### src/sdra_regs.vh
`ifndef SDRA_REGS_VH
`define SDRA_REGS_VH

// Register byte addresses on the plain software port.
`define SDRA_ADDR_CTRL        8'h00
`define SDRA_ADDR_STATUS      8'h04

// Control register fields and reset value.
`define SDRA_CTRL_HIGH_RESOLUTION_MODE_BIT   0
`define SDRA_CTRL_REFEN_BIT   1
`define SDRA_CTRL_RESET       2'h2

// Dot counter carry points: high resolution wraps 0..15, standard 1..10.
`define SDRA_DOT_TOP_HIGH_RESOLUTION_MODE    4'hF
`define SDRA_DOT_TOP_STD      4'hA
`define SDRA_DOT_BASE_HIGH_RESOLUTION_MODE   4'h0
`define SDRA_DOT_BASE_STD     4'h1

// Third phase length in memory clock A cycles.
`define SDRA_THIRD_LEN        2'h3

// Refresh timing: every row within the window, clock period in ns.
`define SDRA_REFRESH_WINDOW_NS 2000000
`define SDRA_CLK_PERIOD_NS     5
`define SDRA_ROWS              256
`define SDRA_ROW_INTERVAL_CYC  (`SDRA_REFRESH_WINDOW_NS / `SDRA_CLK_PERIOD_NS / `SDRA_ROWS)

`endif

### src/sdra_ctrl.v
// Summary of operation
// - Without display grant, address bus carries A1-A8 on row, A9-A16 on column.
// - CPU write to low RAM: low lane enables odd byte, high lane even byte.
// - CPU read: low lane passes word bits 7:0, high lane bits 15:8.
// - Row strobe with row half, one memory cycle later column half and strobe.
// - Display row address from scan row and code 3:0, column from code 10:4.
// - Display accesses only read; grant disables CPU read buffers, word goes to video.
// - Every row refreshed within 2 ms, refresh counter on the address bus.
// - Refresh row counter advances with second phase low; column strobe suppressed.
// - Refresh starts only with no grant and display interval inactive.
// - CPU request sets on sync clock edge with ALE, memory select and region low.
// - CPU request clears when first phase high and display grant inactive; code also needs refresh inactive.
// - First phase sets on clock A when request or grant present, phases one, three idle.
// - Row/column select sets on clock B after first phase.
// - Pending CPU request blocks a new display grant.
// - Second phase follows first on clock A; column strobe on second phase without refresh.
// - Third phase follows second, holds three cycles, clears after second drops.
// - Select held until first phase clears; write strobe on select, write, third phase.
// - CPU data latch enable on select, third phase, region selected, no grant.
// - Display request on dot counter carry without grant; carry at fifteen or ten.
// - Grant sets on clock B with request, no CPU request, phases one, three idle.
// - Display row address enable needs select, grant and blank; latch from select, grant.
// - Latch pulse captures word to video; shifter load on carry at clock A.
//
// Added by the designer: the register addresses and the strobed register port.
`include "sdra_regs.vh"

module sdra_ctrl #(
  parameter REFRESH_INTERVAL = `SDRA_ROW_INTERVAL_CYC
) (
  input  wire        ref_clk,
  input  wire        nrst,
  input  wire [7:0]  regAddr,
  input  wire [31:0] regWriteData,
  input  wire        regWrite,
  input  wire        regRead,
  output reg  [31:0] regReadData,
  input  wire        memoryClockA,
  input  wire        memoryClockB,
  input  wire        cpuSyncClock,
  input  wire        addrLatchEnable,
  input  wire        memIoSelect,
  input  wire        lowRamRegionSelectN,
  input  wire        screenRegionSelectN,
  input  wire        transferDirection,
  input  wire [16:1] cpuAddr,
  input  wire        byteLaneSelect,
  input  wire        ioDataLatchEnable,
  input  wire        displayActiveInterval,
  input  wire        displayBlank,
  input  wire [3:0]  scanRowCount,
  input  wire [10:0] characterCodeBus,
  input  wire [15:0] dramDataWord,
  output reg  [7:0]  dramAddressBus,
  output reg         rowStrobeN,
  output reg         colStrobeN,
  output reg         ramWriteStrobeN,
  output reg         writeOddN,
  output reg         writeEvenN,
  output reg         readBufferEvenN,
  output reg         readBufferOddN,
  output reg  [7:0]  cpuByteBus,
  output reg         cpuDataLatchEnableN,
  output reg         cpuByteLatch,
  output reg         displayAccessGrant,
  output reg         rowColSelect,
  output reg         displayRowAddrEnableN,
  output reg         displayColAddrEnableN,
  output reg         displayDataLatch,
  output reg  [15:0] videoWord,
  output reg         shifterLoad
);

  // Cycle counter states, one-hot.
  localparam [3:0] ST_IDLE   = 4'h1;
  localparam [3:0] ST_FIRST  = 4'h2;
  localparam [3:0] ST_SECOND = 4'h4;
  localparam [3:0] ST_THIRD  = 4'h8;

  reg  [1:0] ctrl;
  reg        clkAPrev;
  reg        clkBPrev;
  reg        syncPrev;
  reg        cyclePhaseFirst;
  reg        cyclePhaseSecond;
  reg        cyclePhaseThird;
  reg  [1:0] thirdCount;
  reg  [3:0] cycleState;
  reg        cpuRequestFlag;
  reg        displayRequest;
  reg        refreshActive;
  reg  [3:0] dotCount;

  wire       aEdge;
  wire       bEdge;
  wire       syncEdge;
  wire       high_resolution_mode;
  wire       dotCarry;
  wire       regionSel;
  wire       refreshDue;
  wire [7:0] refreshRow;
  wire       refreshStart;
  wire       refreshAdvance;
  wire       cpuStart;
  wire       dataLatchNow;

  reg  [7:0] next_addr;
  reg  [7:0] next_byte;

  // Decoded single-bit register match, used for both reads and writes.
  function match;
    input [7:0] a;
    input [7:0] want;
    begin
      match = (a == want);
    end
  endfunction

  assign aEdge     = memoryClockA & ~clkAPrev;
  assign bEdge     = memoryClockB & ~clkBPrev;
  assign syncEdge  = cpuSyncClock & ~syncPrev;
  assign high_resolution_mode     = ctrl[`SDRA_CTRL_HIGH_RESOLUTION_MODE_BIT];
  assign regionSel = ~lowRamRegionSelectN | ~screenRegionSelectN;

  assign dotCarry = (dotCount == (high_resolution_mode ? `SDRA_DOT_TOP_HIGH_RESOLUTION_MODE : `SDRA_DOT_TOP_STD));

  // CPU cycles take precedence; refresh only fills a quiet bus.
  assign refreshStart = refreshDue & ~displayAccessGrant & ~displayActiveInterval
                        & ~cpuRequestFlag & ~displayRequest & ~refreshActive
                        & ~cyclePhaseFirst & ~cyclePhaseThird & aEdge;
  assign cpuStart = (cpuRequestFlag | displayAccessGrant) & ~cyclePhaseFirst
                    & ~cyclePhaseThird & aEdge;
  assign refreshAdvance = refreshActive & ~cyclePhaseSecond & aEdge
                          & cyclePhaseFirst & ~cyclePhaseThird;
  assign dataLatchNow = rowColSelect & displayAccessGrant;

  sdra_refresh #(
    .INTERVAL (REFRESH_INTERVAL),
    .ROW_W    (8)
  ) uRefresh (
    .ref_clk (ref_clk),
    .nrst    (nrst),
    .enable  (ctrl[`SDRA_CTRL_REFEN_BIT]),
    .started (refreshStart),
    .advance (refreshAdvance),
    .due     (refreshDue),
    .row     (refreshRow)
  );

  always @(posedge ref_clk or negedge nrst) begin
    if (!nrst) begin
      clkAPrev <= 1'b0;
      clkBPrev <= 1'b1;
      syncPrev <= 1'b1;
    end else begin
      clkAPrev <= memoryClockA;
      clkBPrev <= memoryClockB;
      syncPrev <= cpuSyncClock;
    end
  end

  // Software port: control writes, status reads, unmapped reads return zero.
  always @(posedge ref_clk or negedge nrst) begin
    if (!nrst) begin
      ctrl        <= `SDRA_CTRL_RESET;
      regReadData <= 32'h0;
    end else begin
      if (regWrite && match(regAddr, `SDRA_ADDR_CTRL)) begin
        ctrl <= regWriteData[1:0];
      end
      if (regRead && match(regAddr, `SDRA_ADDR_CTRL)) begin
        regReadData <= {30'h0, ctrl};
      end else if (regRead && match(regAddr, `SDRA_ADDR_STATUS)) begin
        regReadData <= {16'h0, refreshRow, refreshActive, displayRequest,
                        cpuRequestFlag, displayAccessGrant, rowColSelect,
                        cyclePhaseThird, cyclePhaseSecond, cyclePhaseFirst};
      end else begin
        regReadData <= 32'h0;
      end
    end
  end

  // Processor request flag; a set in the same cycle as a clear wins.
  always @(posedge ref_clk or negedge nrst) begin
    if (!nrst) begin
      cpuRequestFlag <= 1'b0;
    end else if (syncEdge && !addrLatchEnable && !memIoSelect && regionSel) begin
      cpuRequestFlag <= 1'b1;
    end else if (cyclePhaseFirst && !displayAccessGrant && !refreshActive) begin
      cpuRequestFlag <= 1'b0;
    end
  end

  // Dot counter, advanced on memory clock A; shifter load on its carry.
  always @(posedge ref_clk or negedge nrst) begin
    if (!nrst) begin
      dotCount    <= 4'h0;
      shifterLoad <= 1'b0;
    end else begin
      shifterLoad <= aEdge & dotCarry;
      if (aEdge) begin
        if (dotCarry) begin
          dotCount <= high_resolution_mode ? `SDRA_DOT_BASE_HIGH_RESOLUTION_MODE : `SDRA_DOT_BASE_STD;
        end else begin
          dotCount <= dotCount + 4'h1;
        end
      end
    end
  end

  // Display request on the dot counter carry; grant set on memory clock B, cleared on memory clock A.
  always @(posedge ref_clk or negedge nrst) begin
    if (!nrst) begin
      displayRequest     <= 1'b0;
      displayAccessGrant <= 1'b0;
    end else begin
      if (dotCarry && !displayAccessGrant) begin
        displayRequest <= 1'b1;
      end else if (displayAccessGrant) begin
        displayRequest <= 1'b0;
      end
      if (bEdge && displayRequest && !displayAccessGrant && !cpuRequestFlag
          && !cyclePhaseFirst && !cyclePhaseThird && !refreshActive) begin
        displayAccessGrant <= 1'b1;
      end else if (aEdge && cyclePhaseThird && thirdCount == `SDRA_THIRD_LEN
                   && !cyclePhaseSecond) begin
        // The grant ends with the memory cycle it started, freeing the bus for the processor.
        displayAccessGrant <= 1'b0;
      end
    end
  end

  // Memory cycle counter on memory clock A.
  always @(posedge ref_clk or negedge nrst) begin
    if (!nrst) begin
      cyclePhaseFirst  <= 1'b0;
      cyclePhaseSecond <= 1'b0;
      cyclePhaseThird  <= 1'b0;
      thirdCount       <= 2'h0;
      cycleState       <= ST_IDLE;
      refreshActive    <= 1'b0;
    end else if (aEdge) begin
      if (refreshStart) begin
        refreshActive <= 1'b1;
      end else if (cyclePhaseThird && thirdCount == `SDRA_THIRD_LEN
                   && !cyclePhaseSecond) begin
        refreshActive <= 1'b0;
      end
      if (cpuStart || refreshStart) begin
        cyclePhaseFirst <= 1'b1;
      end else if (cyclePhaseThird) begin
        cyclePhaseFirst <= 1'b0;
      end
      cyclePhaseSecond <= cyclePhaseFirst & ~cyclePhaseThird;
      if (cyclePhaseSecond && !cyclePhaseThird) begin
        cyclePhaseThird <= 1'b1;
        thirdCount      <= 2'h1;
      end else if (cyclePhaseThird && thirdCount != `SDRA_THIRD_LEN) begin
        thirdCount <= thirdCount + 2'h1;
      end else if (cyclePhaseThird && !cyclePhaseSecond) begin
        cyclePhaseThird <= 1'b0;
        thirdCount      <= 2'h0;
      end
      case (cycleState)
        ST_IDLE: begin
          if (cpuStart || refreshStart) begin
            cycleState <= ST_FIRST;
          end
        end
        ST_FIRST: begin
          cycleState <= ST_SECOND;
        end
        ST_SECOND: begin
          cycleState <= ST_THIRD;
        end
        ST_THIRD: begin
          if (cyclePhaseThird && thirdCount == `SDRA_THIRD_LEN && !cyclePhaseSecond) begin
            cycleState <= ST_IDLE;
          end
        end
        default: begin
          cycleState <= ST_IDLE;
        end
      endcase
    end
  end

  // Row/column select on memory clock B: follows the first phase.
  always @(posedge ref_clk or negedge nrst) begin
    if (!nrst) begin
      rowColSelect <= 1'b0;
    end else if (bEdge) begin
      rowColSelect <= cyclePhaseFirst;
    end
  end

  // Address multiplexer and read byte steering.
  always @* begin
    next_addr = 8'h0;
    if (refreshActive) begin
      next_addr = refreshRow;
    end else if (displayAccessGrant) begin
      if (rowColSelect) begin
        next_addr = {1'b0, characterCodeBus[10:4]};
      end else begin
        next_addr = {scanRowCount, characterCodeBus[3:0]};
      end
    end else if (rowColSelect) begin
      next_addr = cpuAddr[16:9];
    end else begin
      next_addr = cpuAddr[8:1];
    end
    next_byte = byteLaneSelect ? dramDataWord[15:8] : dramDataWord[7:0];
  end

  // Strobes and enables are registered so every output leaves a flip-flop.
  always @(posedge ref_clk or negedge nrst) begin
    if (!nrst) begin
      dramAddressBus        <= 8'h0;
      rowStrobeN            <= 1'b1;
      colStrobeN            <= 1'b1;
      ramWriteStrobeN       <= 1'b1;
      writeOddN             <= 1'b1;
      writeEvenN            <= 1'b1;
      readBufferEvenN       <= 1'b1;
      readBufferOddN        <= 1'b1;
      cpuByteBus            <= 8'h0;
      cpuDataLatchEnableN   <= 1'b1;
      cpuByteLatch          <= 1'b0;
      displayRowAddrEnableN <= 1'b1;
      displayColAddrEnableN <= 1'b1;
      displayDataLatch      <= 1'b0;
      videoWord             <= 16'h0;
    end else begin
      dramAddressBus <= next_addr;
      rowStrobeN     <= ~cyclePhaseFirst;
      colStrobeN     <= ~(cyclePhaseSecond & ~refreshActive);
      ramWriteStrobeN <= ~(rowColSelect & transferDirection & cyclePhaseThird
                           & ~displayAccessGrant & ~refreshActive);
      writeOddN  <= ~(rowColSelect & transferDirection & cyclePhaseThird
                      & ~lowRamRegionSelectN & ~displayAccessGrant
                      & ~refreshActive & ~byteLaneSelect);
      writeEvenN <= ~(rowColSelect & transferDirection & cyclePhaseThird
                      & ~lowRamRegionSelectN & ~displayAccessGrant
                      & ~refreshActive & byteLaneSelect);
      readBufferEvenN <= ~(~displayAccessGrant & ~transferDirection
                           & ~byteLaneSelect & regionSel);
      readBufferOddN  <= ~(~displayAccessGrant & ~transferDirection
                           & byteLaneSelect & regionSel);
      cpuByteBus <= next_byte;
      cpuDataLatchEnableN <= ~(rowColSelect & cyclePhaseThird & regionSel
                               & ~displayAccessGrant & ~refreshActive);
      cpuByteLatch <= ((rowColSelect & cyclePhaseThird & regionSel
                        & ~displayAccessGrant & ~refreshActive)
                       | ioDataLatchEnable) & addrLatchEnable;
      displayRowAddrEnableN <= ~(rowColSelect & displayAccessGrant & displayBlank);
      displayColAddrEnableN <= ~(rowColSelect & displayAccessGrant & ~displayBlank);
      displayDataLatch <= dataLatchNow;
      // Take the word in the last cycle of the column strobe, while the memory still drives it.
      if (dataLatchNow && !colStrobeN && !cyclePhaseSecond) begin
        videoWord <= dramDataWord;
      end
    end
  end

endmodule

### src/sdra_refresh.v
`include "sdra_regs.vh"

module sdra_refresh #(
  parameter INTERVAL = `SDRA_ROW_INTERVAL_CYC,
  parameter ROW_W    = 8
) (
  input  wire             ref_clk,
  input  wire             nrst,
  input  wire             enable,
  input  wire             started,
  input  wire             advance,
  output reg              due,
  output reg  [ROW_W-1:0] row
);

  reg [31:0] timer;

  // Due is raised once per row interval; a new tick beats a start in the same cycle.
  always @(posedge ref_clk or negedge nrst) begin
    if (!nrst) begin
      timer <= 32'h0;
      due   <= 1'b0;
      row   <= {ROW_W{1'b0}};
    end else begin
      if (timer >= INTERVAL - 1) begin
        timer <= 32'h0;
      end else begin
        timer <= timer + 32'h1;
      end
      if (enable && timer >= INTERVAL - 1) begin
        due <= 1'b1;
      end else if (started) begin
        due <= 1'b0;
      end
      if (advance) begin
        row <= row + {{(ROW_W-1){1'b0}}, 1'b1};
      end
    end
  end

endmodule

### config.mk
export PLATFORM = sky130hd
export DESIGN_NAME = sdra_ctrl
export DESIGN_NICKNAME = d
export VERILOG_FILES = /design/src/sdra_ctrl.v /design/src/sdra_refresh.v
export VERILOG_INCLUDE_DIRS = /design/src
export SDC_FILE = /design/constraint.sdc
export NUM_CORES = 1
export LEC_CHECK = 0
export BUFFER_PORTS_ARGS = -buffer_cell sky130_fd_sc_hd__buf_2
export CAP_MARGIN = 20
export CORE_ASPECT_RATIO = 0.6
export CORE_UTILIZATION = 43
export CTS_CLUSTER_DIAMETER = 120
export DETAILED_ROUTE_END_ITERATION = 12
export MAX_ROUTING_LAYER = met4
export PLACE_DENSITY_LB_ADDON = 0.2
export REMOVE_ABC_BUFFERS = 1
export SLEW_MARGIN = 20
export SYNTH_ARGS = -nofsm -noshare
export SYNTH_HDL_FRONTEND = slang
export SYNTH_HIERARCHICAL = 1
export SYNTH_SLANG_ARGS = --single-unit
### constraint.sdc
create_clock -name ref_clk -period 4.9 [get_ports ref_clk]
set_clock_uncertainty 0.1 [all_clocks]
set_input_delay 0.245 -clock ref_clk [delete_from_list [all_inputs] [get_ports ref_clk]]
set_output_delay 0.245 -clock ref_clk [all_outputs]
set_load 0.01 [all_outputs]
==> results_dict.tcl <==
set metrics [dict create \
    outcome "finished, final reports clean" \
    regArea_mm2 0.00304 \
    slowest_stage "dfrtp_1" \
    ctsResizeCount 0 \
    synth_cell_types 44 \
    start_util 0.454 \
    reg2reg_depth 3 \
    antenna_found_initial 0 \
    coreArea_mm2 0.0108 \
    crit_chain "and2_1 -> nor3b_4 -> mux2_2" \
    p_comb_frac 0.170 \
    max_stage_delay_ns 0.88 \
    cp_top_family "simple AND/OR/NAND/NOR gates" \
    power_density_mw_per_mm2 460 \
    maxCapViolCount 0 \
    clock_latency_ns 0.40 \
    synth_flop_cell "dfrtp_1" \
    ctsHtreeMaxLevel 4 \
    cp_max_fo 18 \
    worstPathArrival_ns 2.79 \
    end_kind "flip-flop" \
    wl_mm 10.9 \
    min_to "cpuByteBus[4]" \
    dieArea_mm2 0.0119 \
    fill_cells 861 \
    gp_congestion 0.773 \
    hp-start "dramDataWord[12]" \
    synthDominantCellAreaShare 0.549 \
    cts-root-buf "clkbuf_16" \
    hold_violations 0 \
    synth_seq_cells 121 \
    die_w_um 140 \
    fin_cells 719 \
    drtIter0Drc 127 \
    overflow 0 \
    synthTopCellsByCount "108 x dfrtp_1, 36 x mux2_2, 28 x nor2_1" \
    yosysWarningCount 6 \
    grt_pass1_wl_mm 17.8 \
    place_inst 655 \
    worstMarginPinSlew_ns 0.929 \
    synthCells 372 \
    clkSinkCount 121 \
    maxSlewViolCount 0 \
    drt_first_pass_iters 4 \
    grt_pass1_vias 3568 \
    post_drt_wl_per_cell_um 15.1 \
    ios 182 \
    grt_max_degree 76 \
    fin_hold_ws_ns 0.0370 \
    die_h_um 84.9 \
    via_count 3413 \
    intPower_mw 2.23 \
    period_minus_slack_ns 2.61 \
    critPathBufInv 0 \
    synth.avg_cell_area_um2 13.2 \
    yosysSeqAreaShare 0.618 \
    numCtsBuffers 17 \
    antenna_left 0 \
    period_share 0.533 \
    worst_hold_path_type "in -> reg" \
    drive_above_1_share 0.390 \
    nets 678 \
    power_frac_clock 0.393 \
    synthArstFlopShare 1.00 \
    p_sw_uw 822 \
    synth.area.top_cells "dfrtp_1 55%, mux2_2 8.2%, dfstp_2 6.9%" \
    tritoncts "built" \
    multiInputGateArea_mm2 0.00180 \
    regToRegSetupSlack_ns 2.29 \
    relSlewSlack 0.380 \
    hpwl_mm 7.14 \
    grt_util_all_layers 0.206 \
    timing.rr.start "displayAccessGrant" \
    fin_tns_setup_ns 0 \
    grt_setup_unrepaired "false" \
    io_buffers 135 \
    ctsHoldBuffers 32 \
    worstSetupStartpoint "displayAccessGrant" \
    synth_area_leader_cell "dfrtp_1" \
    hold_depth 2 \
    worstPathRequired_ns 5.08 \
    area_growth_pct 34.5 \
    num_antenna_cells 0 \
    viasPerCell 4.75 \
    rr_endpoint "videoWord[12]" \
    finalSetupViolCount 0 \
    rows 29 \
    power.leakage_nw 3.26 \
    worstSetupPathType "reg -> reg" \
    route.detailed.drc 0 \
    finalPower_mw 3.05 \
    syn_area_mm2 0.00493 \
    yosysMostFrequentCell "dfrtp_1" \
    switching_share 0.270 \
    seq_power_share 0.437 \
    synth_edf_count 0 \
    clk_pin_slew_worst_paths_ns 0.05 \
    clock.fmax_mhz 383 \
    clockBufferDepth 2 \
    ir_drop_uv 281 \
    start_kind "flip-flop" \
    post_cts_buffers 0 \
]
## kinds of logic (layout without fill, tap and decap cells)
group | after synthesis | in the layout | synth area share
AO/OA/AOI/OAI | 20 | 20 | 0.0259
XOR/XNOR | 18 | 18 | 0.0320
adder cells (fa/ha/maj) | 8 | 8 | 0.0203
buffers and inverters | 35 | 208 | 0.0439
flip-flops | 121 | 121 | 0.618
multiplexers | 49 | 49 | 0.127
other | 2 | 37 | 0.00152
AND/OR/NAND/NOR | 119 | 119 | 0.131
## registers in the layout, summed over array words and instances, names as in the netlist, 2 cells and up
register / count
ctrl: 2
cpuByteBus: 8
uRefresh/row: 8
dramAddressBus: 8
regReadData: 16
thirdCount: 2
dotCount: 4
uRefresh/timer: 32
videoWord: 16
## cells in the final DEF, fill, tap and decap left out, types with 6 or more instances in the layout
cell           Yosys  layout
clkbuf_16          0      17
nor2_1            28      28
dlygate4sd3_1      0      32
mux4_2             7       7
and2_1            15      15
xor2_1             8       8
nor4_1             7       7
nand3_1           11      11
ha_1               8       8
conb_1             2      37
xnor2_1           10      10
dfstp_2           13      13
dfrtp_1          108     108
inv_1              8       8
clkinv_2           0       6
mux2_2            36      36
nand4_1            7       7
buf_2              2     134
nand2_1           26      26
## worst max path at each step
| stage | depth (start not counted) | end |
|---|---|---|
| 5_1_grt | 3 | videoWord[12] |
| 6_report | 3 | videoWord[12] |
| 4_1_cts | 3 | videoWord[12] |
| 2_1_floorplan | 3 | videoWord[0] |
| 3_5_place_dp | 3 | videoWord[12] |
| 3_3_place_gp | 3 | videoWord[13] |
## cell type report
cell class / instances / share of cell area
inverters: 8 / 0.00453
clock buffers: 23 / 0.0721
flip-flops and latches: 121 / 0.459
well taps: 139 / 0.0262
repair buffers: 168 / 0.152
clock inverters: 9 / 0.0147
multi-input cells: 251 / 0.271
## power groups by stage
stage          Clock [mW]  Sequential [mW]  Combinational [mW]
6_report             1.20             1.33               0.517
5_1_grt              1.27             1.36               0.573
4_1_cts              1.22             1.34               0.524
3_5_place_dp            0             1.35               0.497
3_3_place_gp            0             1.34               0.485
2_1_floorplan           0             1.33               0.275
## through the flow
stage / cell area [um2] / utilization / worst slack, ns
floorplan: 4870 / - / 2.82
global placement: 5730 / 0.528 / 2.29
detailed placement: 5730 / 0.528 / 2.26
CTS: 6630 / 0.611 / 2.23
global route: 6630 / 0.611 / 2.10
finish: 6630 / 0.611 / 2.29
## worst reg2reg max path, delay by kind of cell (launching register included)
family,cells,cell delay (ns)
DFF,1,0.88
muxes,1,0.44
and+or+nand+nor,2,1.08
## layer usage
| layer | share of wire | GRT usage | up-vias |
|---|---|---|---|
| li1 | - | - | 1626 |
| met2 | 0.49 | 0.334 | 90 |
| met5 | 0 | - | - |
| met3 | 0.040 | 0.0457 | 23 |
| met4 | 0.019 | 0.0919 | 0 |
| met1 | 0.45 | 0.251 | 1674 |
Power figures use the tool's default switching activity.
